$ cat config.mk
export PLATFORM = sky130hd
export DESIGN_NAME = chan_buf
export DESIGN_NICKNAME = d
export VERILOG_FILES = /design/src/verilog/chan_buf_pkg.sv /design/src/verilog/chan_buf.sv
export SDC_FILE = /design/constraint.sdc
export NUM_CORES = 1
export LEC_CHECK = 0
export BUFFER_PORTS_ARGS = -buffer_cell sky130_fd_sc_hd__buf_2
export CORE_MARGIN = 2
export CORE_UTILIZATION = 58
export CTS_BUF_LIST = sky130_fd_sc_hd__clkbuf_4
export DETAILED_ROUTE_END_ITERATION = 6
export GPL_TIMING_DRIVEN = 0
export PLACE_DENSITY = 0.88
export SYNTH_ARGS = -nofsm -noshare
export SYNTH_HDL_FRONTEND = slang
export SYNTH_SLANG_ARGS = --single-unit
$ cat constraint.sdc
create_clock -name clk -period 3.5 [get_ports clk]
set_clock_uncertainty 0.2 [all_clocks]
set_input_delay 0.7 -clock clk [delete_from_list [all_inputs] [get_ports clk]]
set_output_delay 0.7 -clock clk [all_outputs]
set_load 0.05 [all_outputs]
$ cat src/verilog/chan_buf_pkg.sv
// Constants for the channel buffer addressing block
package chan_buf_pkg;
    localparam logic [7:0] ADDR_RUN = 8'h00;
    localparam logic [7:0] ADDR_BASE = 8'h04;
    localparam logic [7:0] ADDR_STRIDE = 8'h08;
    localparam logic [7:0] ADDR_SIZE = 8'h0c;
    localparam logic [7:0] ADDR_COUNT = 8'h10;
    localparam logic [7:0] ADDR_FRAME_ADDR = 8'h14;
    localparam logic [7:0] ADDR_ERR_ENTRY = 8'h18;
    localparam logic [7:0] ADDR_IRQ_STATUS = 8'h1c;
    localparam logic [7:0] ADDR_IRQ_MASK = 8'h20;
    localparam logic [7:0] ADDR_STATUS = 8'h24;
    localparam int RUN_BIT = 0;
    localparam int SEL_LO = 8;
    localparam int SEL_HI = 16;
    localparam int SEL_W = 9;
    localparam int FLD_W = 12;
    localparam int COUNT_W = 8;
    localparam int CODE_LO = 24;
    localparam int IRQ_W = 3;
    localparam int IRQ_FRAME = 0;
    localparam int IRQ_WRAP = 1;
    localparam int IRQ_CFG = 2;
    localparam logic [1:0] ALIGN_ZERO = 2'h0;
    localparam logic [31:0] RESET_WORD = 32'h0000_0000;
    localparam logic [15:0] CAT3_MID = 16'h0000;
    localparam logic [7:0] CAT3_CODE_DEFAULT = 8'h03;
    typedef enum logic [1:0] {
        ST_IDLE = 2'b00,
        ST_RUN = 2'b01
    } run_state_t;
endpackage

$ cat src/verilog/chan_buf.sv
// Channel run control, configuration switch and circular frame buffer addressing
`timescale 1ns/100ps
module chan_buf
    import chan_buf_pkg::*;
#(
    parameter int ADDR_W = 8,
    parameter logic [7:0] ERR_CODE = CAT3_CODE_DEFAULT
) (
    input wire logic clk,
    input wire logic srst,
    input wire logic wb_cyc_i,
    input wire logic wb_stb_i,
    input wire logic wb_we_i,
    input wire logic [ADDR_W-1:0] wb_adr_i,
    input wire logic [3:0] wb_sel_i,
    input wire logic [31:0] wb_dat_i,
    output logic [31:0] wb_dat_o,
    output logic wb_ack_o,
    input wire logic is_transmit,
    input wire logic superframe_sync,
    input wire logic frame_done,
    input wire logic config_error,
    output logic channel_running,
    output logic use_set_b,
    output logic [SEL_W-1:0] applied_selection,
    output logic [31:0] frame_address,
    output logic [FLD_W-1:0] transfer_bytes,
    output logic [COUNT_W-1:0] frame_index,
    output logic irq
);
    run_state_t state_q, state_d;
    logic ack_q, ack_d;
    logic [31:0] rdata_q, rdata_d;
    logic run_q, run_d;
    logic [SEL_W-1:0] sel_q, sel_d, act_q, act_d;
    logic [31:0] base_q, base_d;
    logic [FLD_W-1:0] stride_q, stride_d, size_q, size_d;
    logic [COUNT_W-1:0] count_q, count_d, idx_q, idx_d;
    logic [31:0] faddr_q, faddr_d;
    logic [31:0] err_q, err_d;
    logic [IRQ_W-1:0] ista_q, ista_d, imask_q, imask_d;
    logic [IRQ_W-1:0] ev;
    logic req, wr, rd;
    logic last_frame;
    logic [7:0] adr;
    logic [31:0] wmask, wval;

    assign req = wb_cyc_i && wb_stb_i && !ack_q;
    assign wr = req && wb_we_i;
    assign rd = req && !wb_we_i;
    assign adr = 8'(wb_adr_i);

    always_comb begin
        for (int i = 0; i < 4; i++) begin
            wmask[i*8 +: 8] = {8{wb_sel_i[i]}};
        end
    end

    // Byte lanes not enabled leave the stored bits alone
    assign wval = wb_dat_i & wmask;
    assign last_frame = (idx_q + 8'h01 >= count_q);

    // Bus answer: ack one cycle after the request is taken
    always_comb begin
        ack_d = req;
    end

    always_ff @(posedge clk) begin
        if (srst) begin
            ack_q <= 1'b0;
        end else begin
            ack_q <= ack_d;
        end
    end

    // Software settings
    always_comb begin
        run_d = run_q;
        sel_d = sel_q;
        base_d = base_q;
        stride_d = stride_q;
        size_d = size_q;
        count_d = count_q;
        imask_d = imask_q;
        if (wr) begin
            if (adr == ADDR_RUN) begin
                run_d = (wb_dat_i[RUN_BIT] & wb_sel_i[0]) | (run_q & !wb_sel_i[0]);
                sel_d = wval[SEL_HI:SEL_LO] | (sel_q & ~wmask[SEL_HI:SEL_LO]);
            end else if (adr == ADDR_BASE) begin
                base_d = {wval[31:2] | (base_q[31:2] & ~wmask[31:2]), ALIGN_ZERO};
            end else if (adr == ADDR_STRIDE) begin
                stride_d = {(wval[FLD_W-1:2] | (stride_q[FLD_W-1:2] & ~wmask[FLD_W-1:2])), ALIGN_ZERO};
            end else if (adr == ADDR_SIZE) begin
                size_d = {(wval[FLD_W-1:2] | (size_q[FLD_W-1:2] & ~wmask[FLD_W-1:2])), ALIGN_ZERO};
            end else if (adr == ADDR_COUNT) begin
                count_d = wval[COUNT_W-1:0] | (count_q & ~wmask[COUNT_W-1:0]);
            end else if (adr == ADDR_IRQ_MASK) begin
                imask_d = wval[IRQ_W-1:0] | (imask_q & ~wmask[IRQ_W-1:0]);
            end
        end
    end

    always_ff @(posedge clk) begin
        if (srst) begin
            run_q <= 1'b0;
            sel_q <= '0;
            base_q <= RESET_WORD;
            stride_q <= '0;
            size_q <= '0;
            count_q <= '0;
            imask_q <= '0;
        end else begin
            run_q <= run_d;
            sel_q <= sel_d;
            base_q <= base_d;
            stride_q <= stride_d;
            size_q <= size_d;
            count_q <= count_d;
            imask_q <= imask_d;
        end
    end

    // Held selection moves over only at the superframe boundary
    always_comb begin
        act_d = act_q;
        if (superframe_sync && (act_q != sel_d)) begin
            act_d = sel_d;
        end
    end

    always_ff @(posedge clk) begin
        if (srst) begin
            act_q <= '0;
        end else begin
            act_q <= act_d;
        end
    end

    // Error entry: a later error overwrites, there is no queue here
    always_comb begin
        err_d = err_q;
        if (config_error) begin
            err_d = {ERR_CODE, CAT3_MID, 8'(act_q)};
        end
    end

    always_ff @(posedge clk) begin
        if (srst) begin
            err_q <= RESET_WORD;
        end else begin
            err_q <= err_d;
        end
    end

    // Events that feed the sticky status bits
    always_comb begin
        ev = '0;
        ev[IRQ_CFG] = superframe_sync && (act_q != sel_d);
        if (frame_done && state_q == ST_RUN) begin
            ev[IRQ_FRAME] = 1'b1;
            ev[IRQ_WRAP] = last_frame;
        end
    end

    // Read data stands for the ack cycle only, zero otherwise
    always_comb begin
        rdata_d = RESET_WORD;
        if (rd) begin
            if (adr == ADDR_RUN) begin
                rdata_d = {15'h0000, sel_q, 7'h00, run_q};
            end else if (adr == ADDR_BASE) begin
                rdata_d = base_q;
            end else if (adr == ADDR_STRIDE) begin
                rdata_d = {20'h00000, stride_q};
            end else if (adr == ADDR_SIZE) begin
                rdata_d = {20'h00000, size_q};
            end else if (adr == ADDR_COUNT) begin
                rdata_d = {24'h000000, count_q};
            end else if (adr == ADDR_FRAME_ADDR) begin
                rdata_d = faddr_q;
            end else if (adr == ADDR_ERR_ENTRY) begin
                rdata_d = err_q;
            end else if (adr == ADDR_IRQ_STATUS) begin
                rdata_d = {29'h00000000, ista_q};
            end else if (adr == ADDR_IRQ_MASK) begin
                rdata_d = {29'h00000000, imask_q};
            end else if (adr == ADDR_STATUS) begin
                rdata_d = {15'h0000, act_q, 6'h00, state_q};
            end
        end
    end

    always_ff @(posedge clk) begin
        if (srst) begin
            rdata_q <= RESET_WORD;
        end else begin
            rdata_q <= rdata_d;
        end
    end

    // New events win over the clear by read
    always_comb begin
        if (rd && adr == ADDR_IRQ_STATUS) begin
            ista_d = ev;
        end else begin
            ista_d = ista_q | ev;
        end
    end

    always_ff @(posedge clk) begin
        if (srst) begin
            ista_q <= '0;
        end else begin
            ista_q <= ista_d;
        end
    end

    // Address walker: restarts at index zero on every start
    always_comb begin
        state_d = state_q;
        idx_d = idx_q;
        faddr_d = faddr_q;
        case (state_q)
            ST_IDLE: begin
                idx_d = '0;
                faddr_d = base_q;
                if (run_q) begin
                    state_d = ST_RUN;
                end
            end
            ST_RUN: begin
                if (!run_q) begin
                    state_d = ST_IDLE;
                end else if (frame_done) begin
                    // A count of zero behaves as one frame per buffer
                    if (idx_q + 8'h01 >= count_q) begin
                        idx_d = '0;
                        faddr_d = base_q;
                    end else begin
                        idx_d = idx_q + 8'h01;
                        faddr_d = faddr_q + {20'h00000, stride_q};
                    end
                end
            end
            default: begin
                state_d = ST_IDLE;
            end
        endcase
    end

    always_ff @(posedge clk) begin
        if (srst) begin
            state_q <= ST_IDLE;
            idx_q <= '0;
            faddr_q <= RESET_WORD;
        end else begin
            state_q <= state_d;
            idx_q <= idx_d;
            faddr_q <= faddr_d;
        end
    end

    assign wb_ack_o = ack_q;
    assign wb_dat_o = rdata_q;
    assign channel_running = (state_q == ST_RUN);
    assign applied_selection = act_q;
    assign use_set_b = act_q[0];
    assign frame_address = faddr_q;
    assign frame_index = idx_q;
    // Receive channels fill whatever arrives, so transfer_bytes is zero for them while the size register still reads back
    assign transfer_bytes = is_transmit ? size_q : '0;
    assign irq = |(ista_q & imask_q);
endmodule

### Yosys cells after proc, flatten, opt, wreduce, memory -nomap -nowiden

Index checks and enable logic that the tools add are counted.

* memory bits (writable): 0
* bits in registers: 167
* ROM bits: 0
* bits in latches: 0
* output and inout port bits: 97
* input bits: 53
* memories: 0
* logic and storage cells: 113

* divide/modulo/power cells: 0
* $lt $le $gt $ge: 1
* bitwise gates (word level): 29
* equal/unequal tests: 15
* shifts and indexed selects: 0
* add/sub/neg operators: 2
* multipliers: 0
* muxes and demuxes: 26
* reduce and logical (&&, ||, !) cells: 24

Operators with widths (number)
* 32-bit two-way mux: 8
* 17-bit two-way mux: 4
* 32-bit one-hot mux with 2 select lines: 1
* 32-bit by 12-bit adder with 32-bit output: 1
* 32-bit bitwise AND: 1
* 8-bit by 5-bit equality test with 1-bit output, second input constant: 4
* 30-bit bitwise AND: 1
* 30-bit inverter: 1
* 30-bit bitwise OR: 1
* 26-bit two-way mux: 1
* 8-bit two-way mux: 3
* 10-bit bitwise AND: 2
* 10-bit bitwise OR: 2
* 9-bit two-way mux: 2
* 8-bit by 4-bit equality test with 1-bit output, second input constant: 2
* 8-bit by 6-bit equality test with 1-bit output, second input constant: 2
* 8-bit one-hot mux with 2 select lines: 1
* 12-bit two-way mux: 1
* 10-bit inverter: 1
* 9-bit bitwise AND: 1
* 9-bit != test: 1
* 9-bit inverter: 1
* 9-bit bitwise OR: 1
* 8-bit by 1-bit adder with 8-bit output, second input constant: 1
* 30 further kinds: 53

### Logic depth before layout (Yosys ltp)

Gate-level depths: netlist of the first run.

* word-level depth: 11
* gate-level depth with buffers: 14
* gate-level depth less buffers: 12

### Worst setup path before layout of the first run

Ideal clock, no wire load.

* path type: reg-to-reg
* start point: reg idx_q[0] (netlist: frame_index[0])
* end point: reg faddr_q[31] (netlist: frame_address[31])
* period minus slack after synthesis: 3634 ps
* arrival: 3360 ps
* library setup time: 74 ps
* stages on the path, launching flop included: 15
* setup slack: -134 ps
* path through: dfxtp_1 and3_1 and3_1 nand3_1 xnor2_1 ha_1 or4b_1 a21oi_1 a21boi_1 or2_2 clkbuf_1 buf_2 buf_2 nand4_1 a31oi_1

* cells in the longest elaborated chain, start to end: 6

RTL lines
* start, declared: line chan_buf.sv:38 `logic [COUNT_W-1:0] count_q, count_d, idx_q, idx_d;`
* start signal, assigned: line chan_buf.sv:258 `idx_q <= idx_d;`
* 8-bit by 1-bit adder with 8-bit output: line chan_buf.sv:236 `if (idx_q + 8'h01 >= count_q) begin`
* 8-bit >= comparator: line chan_buf.sv:236
* 32-bit two-way mux: line chan_buf.sv:236
* 32-bit two-way mux: line chan_buf.sv:234 `end else if (frame_done) begin`
* 32-bit two-way mux: line chan_buf.sv:232 `if (!run_q) begin`
* 32-bit one-hot mux with 2 select lines: line chan_buf.sv:223 `case (state_q)`
* end signal, assigned: line chan_buf.sv:259 `faddr_q <= faddr_d;`
* end, declared: line chan_buf.sv:39 `logic [31:0] faddr_q, faddr_d;`

Every way passes these cells. The select of a mux whose other input is x is not followed.
A chain may end at the register's enable or synchronous reset.

### Worst setup path in the final report of the first run

* start point: reg faddr_q[2] (netlist: frame_address[2])
* end point: reg faddr_q[28] (netlist: frame_address[28])

* cells in the longest elaborated chain, start to end: 5

RTL lines
* 32-bit by 12-bit adder with 32-bit output: line chan_buf.sv:241 `faddr_d = faddr_q + {20'h00000, stride_q};`
* 32-bit two-way mux: line chan_buf.sv:236
* 32-bit two-way mux: line chan_buf.sv:234
* 32-bit two-way mux: line chan_buf.sv:232
* 32-bit one-hot mux with 2 select lines: line chan_buf.sv:223

Every way passes these cells. The select of a mux whose other input is x is not followed.

==> impl_metrics.json, run 1 <==
{
  "cts_sinks": 164,
  "drc": 5,
  "cts_tree": "yes",
  "gr-usage-met2": 0.564,
  "grt_max_degree": 17,
  "cell_area_after_technology_mapping_um2": 7990,
  "worstMarginPinSlew_ps": 825,
  "power.internal_mw": 2.71,
  "final_layout_size_suffix_gt1_frac": 0.209,
  "gpl.final_weighted_congestion": 0.998,
  "min_period_over_period": 0.954,
  "p_sw_frac": 0.356,
  "critical_path_peak_fanout": 10,
  "cp-end-kind": "flop",
  "port-buffer-count": 142,
  "die_w_um": 121,
  "critical-path-top-delay-family": "compound AO/OA/AOI/OAI gates",
  "most_used_flip_flop_cell_after_synthesis": "sky130_fd_sc_hd__dfxtp_1",
  "finalCriticalPeriod_ps": 3340,
  "postRouteWirelength_mm": 26.4,
  "most-common-layout-cells": "sky130_fd_sc_hd__dfxtp_1, sky130_fd_sc_hd__buf_2, sky130_fd_sc_hd__nor2_1, sky130_fd_sc_hd__nand2_1, sky130_fd_sc_hd__a21oi_1",
  "crit_path_top_delay_cell": "sky130_fd_sc_hd__clkbuf_1",
  "timing.final.hold_violations": 0,
  "vias": 8127,
  "combPwrFrac": 0.229,
  "finalSetupViolCount": 0,
  "violations": "design-rule violations",
  "top_usage_layer": "met2",
  "nNetsFinal": 1164,
  "die-height_um": 121,
  "io_pins": 150,
  "synthesis.instances": 926,
  "layout_commonest_cell": "sky130_fd_sc_hd__dfxtp_1",
  "initial_core_utilization": 0.599,
  "drv.max_cap_violation_count": 0,
  "start_kind": "flop",
  "post_layout_nonfiller_instances": 1281,
  "finalSetupTns_ps": 0,
  "core_area_um2": 13300,
  "hp-class": "primary input to flop",
  "cp.arrival_ps": 3640,
  "total_die_area_um2": 14700,
  "postSynth.asyncResetShare": 0,
  "worst_setup_hold_path_clk_slew_ps": 140,
  "critPathRequiredTime_ps": 3800,
  "drtAntennaViolNets": 0,
  "synthToLayoutAreaGrowth_pct": 16.4,
  "final.hold.worst_slack_ps": 157,
  "path_cells": "ha_1, fa_1, a21oi_1, o21ai_0, a211oi_2, or3_1, clkbuf_1, nor2_1, a311o_1, nor2_1",
  "post-dp-hpwl_mm": 19.3,
  "synth_largest_type_area_fraction": 0.411,
  "timing.critical_path.buf_inv": 1,
  "place_worst_setup_slack_ps": -296,
  "globalRouteMet3Util": 0.0865,
  "flop_pwr_share": 0.493,
  "slew_violations": 0,
  "dr.pass1.iters": 7,
  "globalRoute.totalOverflow": 0,
  "number_of_global_route_vias_before_repair": 7322,
  "power.static_leakage_nw": 3.75,
  "crit_path_setup_slack_layout_ps": 163,
  "synth-edff-count": 0,
  "switching_power_total_mw": 1.50,
  "global_route_usage_over_all_layers": 0.360,
  "met1_track_usage_gr": 0.476,
  "number_of_buffers_between_clock_root_and_the_deepest_sink": 2,
  "rows": 42,
  "synth_seq_cells": 164,
  "clock_tree.root_cell": "sky130_fd_sc_hd__clkbuf_4",
  "crit_path_frequent_cell": "sky130_fd_sc_hd__nor2_1",
  "cts_made_buffers": 17,
  "drt-vias-per-instance": 6.34,
  "max-vdd-ir-drop_uv": 343,
  "critPathMaxStageDelay_ps": 440,
  "antenna_found_initial": 1,
  "critical_path_class": "flop to flop",
  "clock_tree.htree_level_count": 4,
  "place_inst": 1248,
  "post_cts_buffers": 0,
  "worstSkewPairLatency_ps": 580,
  "maxClockFrequency_mhz": 300,
  "grt_first_pass_wirelength_mm": 40.0,
  "ys.warnings.count": 0,
  "drt_iter0_drc": 1318,
  "postSynthAreaPerCell_um2": 8.63,
  "synth.largest_area_cell": "sky130_fd_sc_hd__dfxtp_1",
  "synth.yosys.seq_area_share": 0.411,
  "run_status": "complete, but fails checks",
  "drt-wirelength-per-cell_um": 20.6,
  "power_density_nw_per_um2": 452,
  "synthDistinctLibCells": 71,
  "synth_area_leaders": "sky130_fd_sc_hd__dfxtp_1, sky130_fd_sc_hd__mux2i_1, sky130_fd_sc_hd__nor2_1, sky130_fd_sc_hd__a21oi_1, sky130_fd_sc_hd__nand2_1",
  "max_slew_margin": 0.450,
  "p_clk_frac": 0.279
}
## metal layers
layer / vias up / wire [µm]
met2: 530 / 12100
met5: - / 0
met1: 3828 / 10200
met4: 0 / 1040
met3: 88 / 3110
li1: 3681 / -
## repair_timing
item                                    CTS  global route
hold buffers                              0             0
endpoints found under the setup margin   32            38
pin swaps                                 0             0
resized for setup                         6            17
## sequential cells by signal, summed over array words and instances (netlist names), 3 cells and up
register / flops
wb_dat_o: 32
base_q: 30
frame_address: 30
size_q: 10
stride_q: 10
applied_selection: 9
err_q: 9
sel_q: 9
count_q: 8
frame_index: 8
imask_q: 3
ista_q: 3
## Yosys cell counts (4+ instances only)
cell and count:
sky130_fd_sc_hd__dfxtp_1 164, sky130_fd_sc_hd__nor2_1 138, sky130_fd_sc_hd__nand2_1 73, sky130_fd_sc_hd__a21oi_1 72
sky130_fd_sc_hd__mux2i_1 64, sky130_fd_sc_hd__clkbuf_1 40, sky130_fd_sc_hd__nand3_1 39, sky130_fd_sc_hd__nor3_1 24
sky130_fd_sc_hd__inv_1 23, sky130_fd_sc_hd__a22oi_1 22, sky130_fd_sc_hd__o21ai_0 21, sky130_fd_sc_hd__ha_1 20
sky130_fd_sc_hd__a222oi_1 19, sky130_fd_sc_hd__xnor2_1 14, sky130_fd_sc_hd__a211oi_1 13, sky130_fd_sc_hd__and2_1 13
sky130_fd_sc_hd__xor2_1 10, sky130_fd_sc_hd__a311oi_1 9, sky130_fd_sc_hd__and3_1 9, sky130_fd_sc_hd__a21o_1 8
sky130_fd_sc_hd__mux2_2 8, sky130_fd_sc_hd__a221oi_1 7, sky130_fd_sc_hd__buf_2 7, sky130_fd_sc_hd__nand2b_1 7
sky130_fd_sc_hd__a31oi_1 5, sky130_fd_sc_hd__buf_4 5, sky130_fd_sc_hd__nor4_1 5, sky130_fd_sc_hd__o221ai_1 5
sky130_fd_sc_hd__o22ai_1 5, sky130_fd_sc_hd__or3_1 5, sky130_fd_sc_hd__buf_6 4, sky130_fd_sc_hd__nand3b_1 4
sky130_fd_sc_hd__nand4_1 4, sky130_fd_sc_hd__o21a_1 4
## layout make-up
type                    count  area (µm²)
flip-flops and latches    164        3290
clock inverters            12         136
plain buffers              58         290
clock buffers              20         150
diodes                      2        5.00
repair buffers            143         718
inverters                  23        86.3
well taps                 176         220
fillers                  1124        4040
multi-input cells         683        4410
## tightest hold or removal path, stage by stage
cell and delay (ps):
sky130_fd_sc_hd__buf_2 80, sky130_fd_sc_hd__mux2i_1 60, sky130_fd_sc_hd__nor2_1 70
## worst paths after layout
check	start	end	slack (ps)	cells after the start
worst max-delay path	frame_address[2]$_SDFFE_PP0P_	frame_address[28]$_SDFFE_PP0P_	160	10
worst min-delay path	wb_dat_i[20]	base_q[20]$_SDFFE_PP0P_	160	3
worst max register to register	frame_address[2]$_SDFFE_PP0P_	frame_address[28]$_SDFFE_PP0P_	160	10
worst min register to register	base_q[9]$_SDFFE_PP0P_	base_q[9]$_SDFFE_PP0P_	290	2
## cell families (layout without fill, tap and decap cells)
family,count (synthesis),after routing,synth area share
compound gates,221,221,0.193
xor+xnor,24,24,0.0263
fa+ha+maj,21,21,0.0338
buf+inv,82,256,0.0457
flops,164,164,0.411
mux,72,72,0.0914
other cells,1,6,0.000469
simple gates,341,341,0.198
## metrics by stage
step / power [mW] / area, µm² / util
floorplan: 2.72 / 8010 / -
global placement: 3.02 / 8940 / 0.669
detailed placement: 3.03 / 8950 / 0.671
CTS: 4.16 / 9240 / 0.693
global route: 4.33 / 9300 / 0.697
finish: 4.20 / 9300 / 0.697
## power by group through the flow
stage / logic (mW) / clock network [mW] / registers (mW)
after floorplan: 0.410 / 0 / 2.31
after global placement: 0.915 / 0 / 2.10
after detailed placement: 0.928 / 0 / 2.10
after CTS: 0.931 / 1.17 / 2.06
after global routing: 1.01 / 1.25 / 2.08
final: 0.961 / 1.17 / 2.07
No activity file was read; power rests on OpenSTA's default activity.
==> run 2, diff against run 1 <==
--- a/config.mk
+++ b/config.mk
@@ -11,7 +11,7 @@
 export CTS_BUF_LIST = sky130_fd_sc_hd__clkbuf_4
 export DETAILED_ROUTE_END_ITERATION = 6
 export GPL_TIMING_DRIVEN = 0
-export PLACE_DENSITY = 0.88
+export PLACE_DENSITY = 0.83
 export SYNTH_ARGS = -nofsm -noshare
 export SYNTH_HDL_FRONTEND = slang
 export SYNTH_SLANG_ARGS = --single-unit
==> run 2 against run 1 <==
Against the previous run: utilization increased by 0.26 points; routed wire length up 0.29%; cell count down 0.16%; worst setup slack better by 23 ps; the run still ends with design-rule violations left.
==> impl_metrics.json, run 2 (synthesis results as in run 1) <==
{
  "rsz0062_at_grt": "no",
  "layout_commonest_cell": "sky130_fd_sc_hd__dfxtp_1",
  "total_die_area_um2": 14700,
  "io_pins": 150,
  "place_worst_setup_slack_ps": -274,
  "clock_tree.htree_level_count": 4,
  "most-common-layout-cells": "sky130_fd_sc_hd__dfxtp_1, sky130_fd_sc_hd__buf_2, sky130_fd_sc_hd__nor2_1, sky130_fd_sc_hd__nand2_1, sky130_fd_sc_hd__a21oi_1",
  "p_clk_frac": 0.304,
  "die-height_um": 121,
  "run_status": "complete, but fails checks",
  "start_kind": "flop",
  "drt-vias-per-instance": 6.39,
  "globalRoute.totalOverflow": 0,
  "min_period_over_period": 0.947,
  "combPwrFrac": 0.220,
  "initial_core_utilization": 0.599,
  "global_route_usage_over_all_layers": 0.354,
  "timing.critical_path.buf_inv": 1,
  "worst_setup_hold_path_clk_slew_ps": 140,
  "critical-path-top-delay-family": "simple AND/OR/NAND/NOR gates",
  "worstSkewPairLatency_ps": 610,
  "num-fill-cells": 1118,
  "crit_path_setup_slack_layout_ps": 186,
  "cp.arrival_ps": 3660,
  "power_density_nw_per_um2": 466,
  "synthToLayoutAreaGrowth_pct": 16.9,
  "postCtsHoldBufs": 0,
  "cts_tree": "yes",
  "path_cells": "and3_2, and3_2, nand3_1, xnor2_1, ha_1, or4b_1, a21oi_1, a21boi_2, nor2_2, buf_4, nor4_1, o21ai_0, a21oi_1",
  "largest_register_ff_count": 32,
  "slew_violations": 0,
  "post-dp-hpwl_mm": 19.5,
  "critical_path_peak_fanout": 10,
  "cts_made_buffers": 17,
  "switching_power_total_mw": 1.52,
  "final_layout_size_suffix_gt1_frac": 0.211,
  "rows": 42,
  "grt_max_degree": 17,
  "r2r_slack_ps": 190,
  "flop_pwr_share": 0.475,
  "power.static_leakage_nw": 3.79,
  "cts_sinks": 164,
  "violations": "design-rule violations",
  "number_of_global_route_vias_before_repair": 7252,
  "gpl.final_weighted_congestion": 1.01,
  "number_of_buffers_between_clock_root_and_the_deepest_sink": 2,
  "power.internal_mw": 2.84,
  "critPathRequiredTime_ps": 3850,
  "max-vdd-ir-drop_uv": 327,
  "dr.pass1.iters": 7,
  "nNetsFinal": 1164,
  "drt-wirelength-per-cell_um": 20.7,
  "finalCriticalPeriod_ps": 3310,
  "hp-class": "primary input to flop",
  "drtAntennaViolNets": 0,
  "grt_first_pass_wirelength_mm": 39.4,
  "drc": 36,
  "cp-end-kind": "flop",
  "finalSetupViolCount": 0,
  "clock_tree.root_cell": "sky130_fd_sc_hd__clkbuf_4",
  "final.hold.worst_slack_ps": 126,
  "die_w_um": 121,
  "critical_path_class": "flop to flop",
  "crit_path_top_delay_cell": "sky130_fd_sc_hd__or4b_1",
  "drt_iter0_drc": 1185,
  "diodes": 0,
  "worstMarginPinSlew_ps": 879,
  "antenna_found_initial": 0,
  "drv.max_cap_violation_count": 0,
  "port-buffer-count": 142,
  "timing.final.hold_violations": 0,
  "critPathMaxStageDelay_ps": 460,
  "postRouteWirelength_mm": 26.5,
  "core_area_um2": 13300,
  "max_slew_margin": 0.410,
  "vias": 8168,
  "p_sw_frac": 0.348,
  "maxClockFrequency_mhz": 302
}
-- run 2: changes by cell type in the layout (fill, tap and decap cells not counted), sizes merged --
cell,previous run,this run
clkbuf,58,54
buf,163,165
diode,2,0
clkinv,7,8
clkinvlp,1,0
bufinv,3,5
-- run 2: power groups by stage --
stage,Clock (mW),Sequential (mW),Combinational [mW]
after floorplan,0,2.31,0.410
after global placement,0,2.10,0.920
after detailed placement,0,2.11,0.934
after CTS,1.32,2.06,0.940
after global routing,1.40,2.08,1.01
final,1.33,2.07,0.959
-- run 2: worst paths after layout --
path / depth (start not counted) / startpoint / end
max: 13 / frame_index[2]$_SDFFE_PP0P_ / frame_address[26]$_SDFFE_PP0P_
min reg2reg: 2 / base_q[9]$_SDFFE_PP0P_ / base_q[9]$_SDFFE_PP0P_
max reg2reg: 13 / frame_index[2]$_SDFFE_PP0P_ / frame_address[26]$_SDFFE_PP0P_
min: 3 / wb_dat_i[30] / base_q[30]$_SDFFE_PP0P_
-- run 2: cell type report --
cell class	instances	area, µm²	area share
plain buffers	58	290	0.0311
repair buffers	143	718	0.0769
inverters	23	86.3	0.00924
flip-flops and latches	164	3290	0.352
clock buffers	18	135	0.0145
clock inverters	14	209	0.0224
well taps	176	220	0.0236
multi-input cells	683	4390	0.470
-- run 2: per-stage QoR --
step | cell area (µm²) | std cells | utilization | power, mW | setup TNS [ps]
finish | 9340 | 1279 | 0.700 | 4.36 | 0
CTS | 9310 | 1279 | 0.697 | 4.33 | 0
global route | 9340 | 1279 | 0.700 | 4.49 | 0
floorplan | 8010 | 929 | - | 2.72 | 0
global placement | 8940 | 1247 | 0.669 | 3.02 | -5980
detailed placement | 8950 | 1248 | 0.671 | 3.04 | -5410
-- run 2: layer usage --
| layer | vias up | routed length [µm] | track usage |
|---|---|---|---|
| li1 | 3689 | - | - |
| met1 | 3802 | 10200 | 0.465 |
| met2 | 583 | 12300 | 0.568 |
| met3 | 94 | 3070 | 0.0733 |
| met4 | 0 | 940 | 0.143 |
| met5 | - | 0 | 0 |
-- run 2: worst register-to-register path: stages, from the launching register on --
cell and delay [ps]:
sky130_fd_sc_hd__dfxtp_4 400, sky130_fd_sc_hd__and3_2 230, sky130_fd_sc_hd__and3_2 230, sky130_fd_sc_hd__nand3_1 100, sky130_fd_sc_hd__xnor2_1 170, sky130_fd_sc_hd__ha_1 220
sky130_fd_sc_hd__or4b_1 460, sky130_fd_sc_hd__a21oi_1 110, sky130_fd_sc_hd__a21boi_2 210, sky130_fd_sc_hd__nor2_2 120, sky130_fd_sc_hd__buf_4 210, sky130_fd_sc_hd__nor4_1 310
sky130_fd_sc_hd__o21ai_0 120, sky130_fd_sc_hd__a21oi_1 170
-- run 2: timing repair --
item | CTS | global route
cloned | 0 | 0
pin swaps | 0 | 1
setup endpoints to repair | 28 | 38
setup buffers | 0 | 0
gates resized for setup | 7 | 16
==> run 3, diff against run 2 <==
--- a/config.mk
+++ b/config.mk
@@ -12,6 +12,7 @@
 export DETAILED_ROUTE_END_ITERATION = 6
 export GPL_TIMING_DRIVEN = 0
 export PLACE_DENSITY = 0.83
+export SETUP_SLACK_MARGIN = 0.5
 export SYNTH_ARGS = -nofsm -noshare
 export SYNTH_HDL_FRONTEND = slang
 export SYNTH_SLANG_ARGS = --single-unit
==> run 3 against run 2 <==
Against the previous run: the run still ends with design-rule violations left; critical path depth did not move; hold slack improved by 6.9 ps; non-clock buffer count rose by 20; critical endpoint is now frame_address[12]$_SDFFE_PP0P_; largest cell class unchanged; highest routed layer unchanged.
==> impl_metrics.json, run 3 (synthesis results as in run 1) <==
{
  "clock_tree.htree_level_count": 4,
  "max_slew_margin": 0.272,
  "number_of_buffers_between_clock_root_and_the_deepest_sink": 2,
  "drt_iter0_drc": 904,
  "post-route-cell-area_um2": 10000,
  "maxClockFrequency_mhz": 312,
  "critical_path.reg2reg.startpoint": "frame_index[0]$_SDFFE_PP0P_",
  "cts_made_buffers": 17,
  "io_pins": 150,
  "cts_tree": "yes",
  "globalRoute.totalOverflow": 0,
  "drtAntennaViolNets": 0,
  "hold_path_depth": 3,
  "start_kind": "flop",
  "cp-end-kind": "flop",
  "power.static_leakage_nw": 4.01,
  "min_period_over_period": 0.915,
  "die-height_um": 121,
  "worst_setup_hold_path_clk_slew_ps": 150,
  "r2r_endpoint": "frame_address[12]$_SDFFE_PP0P_",
  "clock_tree.root_cell": "sky130_fd_sc_hd__clkbuf_4",
  "cts_sinks": 164,
  "rsz0062_at_grt": "yes",
  "drc": 18,
  "area_of_the_multi_input_gates_um2": 4740,
  "post-dp-hpwl_mm": 19.3,
  "critical_path_peak_fanout": 7,
  "run_status": "complete, but fails checks",
  "placedInstanceArea_um2": 9020,
  "globalRouteMet3Util": 0.100,
  "final.hold.worst_slack_ps": 132,
  "grt_max_degree": 17,
  "hp-class": "primary input to flop",
  "drt-vias-per-instance": 6.49,
  "hold_path.startpoint": "wb_dat_i[31]",
  "core_area_um2": 13300,
  "global_route_usage_over_all_layers": 0.367,
  "gr-usage-met2": 0.548,
  "worst_hold_path.endpoint": "base_q[31]$_SDFFE_PP0P_",
  "initial_core_utilization": 0.599,
  "critical_path_class": "flop to flop",
  "finalSetupViolCount": 0,
  "rows": 42,
  "nNetsFinal": 1184,
  "postRouteWirelength_mm": 28.0,
  "slew_violations": 0,
  "die_w_um": 121,
  "number_of_global_route_vias_before_repair": 7765,
  "grt_first_pass_wirelength_mm": 41.3,
  "final-seq-area_um2": 3300,
  "antenna_found_initial": 1,
  "total_die_area_um2": 14700,
  "drv.max_cap_violation_count": 0,
  "place_worst_setup_slack_ps": -67.6,
  "postCtsHoldBufs": 0,
  "cp.arrival_ps": 3480,
  "drt-wirelength-per-cell_um": 21.5,
  "worstRegToRegCells": 13,
  "timing.final.hold_violations": 0,
  "finalCriticalPeriod_ps": 3200,
  "worstMarginPinSlew_ps": 1080,
  "violations": "design-rule violations",
  "top_usage_layer": "met2",
  "synthToLayoutAreaGrowth_pct": 25.4,
  "dr.pass1.iters": 7,
  "crit_path_setup_slack_layout_ps": 297,
  "largest_register_ff_count": 32,
  "max-vdd-ir-drop_uv": 258,
  "most-common-layout-cells": "sky130_fd_sc_hd__dfxtp_1, sky130_fd_sc_hd__buf_2, sky130_fd_sc_hd__nor2_1, sky130_fd_sc_hd__nand2_1, sky130_fd_sc_hd__mux2i_1",
  "worstSkewPairLatency_ps": 610,
  "vias": 8451,
  "power_mw": 4.55,
  "final_layout_size_suffix_gt1_frac": 0.276,
  "critPathRequiredTime_ps": 3770,
  "met1_track_usage_gr": 0.481,
  "gpl.final_weighted_congestion": 0.952,
  "layout_commonest_cell": "sky130_fd_sc_hd__dfxtp_1",
  "port-buffer-count": 142,
  "r2r_slack_ps": 300,
  "power_density_nw_per_um2": 454,
  "num-fill-cells": 1006
}
## run 3: changes by cell type in the layout (fill, tap and decap cells not counted), sizes merged
cell	previous run	this run
buf	165	180
diode	0	5
clkbuf	54	61
clkinv	8	4
bufinv	5	6
## run 3: timing repair
item                                    in CTS  in global routing
gates resized for setup                     39                 65
pin swaps                                   16                 29
endpoints found under the hold margin        0                  0
setup buffers                               12                  4
cloned                                       1                  3
endpoints found under the setup margin      38                 46
## run 3: layout make-up
class | instances | share of cell area
well taps | 176 | 0.0220
repair buffers | 162 | 0.0923
flip-flops and latches | 164 | 0.329
multi-input cells | 683 | 0.473
plain buffers | 59 | 0.0378
diodes | 5 | 0.00125
inverters | 23 | 0.00862
clock inverters | 11 | 0.0206
clock buffers | 20 | 0.0150
## run 3: per-layer routing
metal  part of all wire  vias up
met5                  0        -
met4              0.053        0
met3               0.12      127
met2               0.44      628
met1               0.38     3965
li1                   -     3731
## run 3: power by group
group / total, mW / internal [mW] / leakage (nW) / switching (mW)
clock: 1.40 / 0.726 / 0.192 / 0.670
combinational: 1.09 / 0.314 / 2.49 / 0.772
sequential: 2.07 / 1.94 / 1.33 / 0.129
## run 3: worst max path at each step
stage | startpoint | to
floorplan | frame_index[0]$_SDFFE_PP0P_ | frame_address[12]$_SDFFE_PP0P_
global placement | wb_adr_i[5] | wb_dat_o[13]$_SDFF_PP0_
detailed placement | wb_adr_i[4] | applied_selection[3]$_SDFFE_PP0P_
CTS | frame_index[0]$_SDFFE_PP0P_ | frame_address[12]$_SDFFE_PP0P_
global route | frame_index[0]$_SDFFE_PP0P_ | frame_address[26]$_SDFFE_PP0P_
finish | frame_index[0]$_SDFFE_PP0P_ | frame_address[12]$_SDFFE_PP0P_
## run 3: stage by stage
step / TNS (ps) / std cells / util
after floorplan: 0 / 929 / -
after global placement: -424 / 1247 / 0.676
after detailed placement: -278 / 1247 / 0.676
after CTS: 0 / 1291 / 0.723
after global routing: 0 / 1303 / 0.751
final: 0 / 1303 / 0.751
## run 3: critical path: stages (launching register included)
cell and delay (ps):
sky130_fd_sc_hd__dfxtp_4 410, sky130_fd_sc_hd__ha_4 170, sky130_fd_sc_hd__nand3_2 160, sky130_fd_sc_hd__nor2_4 140
sky130_fd_sc_hd__xor2_2 100, sky130_fd_sc_hd__ha_2 210, sky130_fd_sc_hd__or4b_1 510, sky130_fd_sc_hd__a21oi_1 150
sky130_fd_sc_hd__a21boi_4 200, sky130_fd_sc_hd__or2_4 140, sky130_fd_sc_hd__clkbuf_16 160, sky130_fd_sc_hd__mux2_4 310
sky130_fd_sc_hd__a22oi_2 150, sky130_fd_sc_hd__nor2_1 60
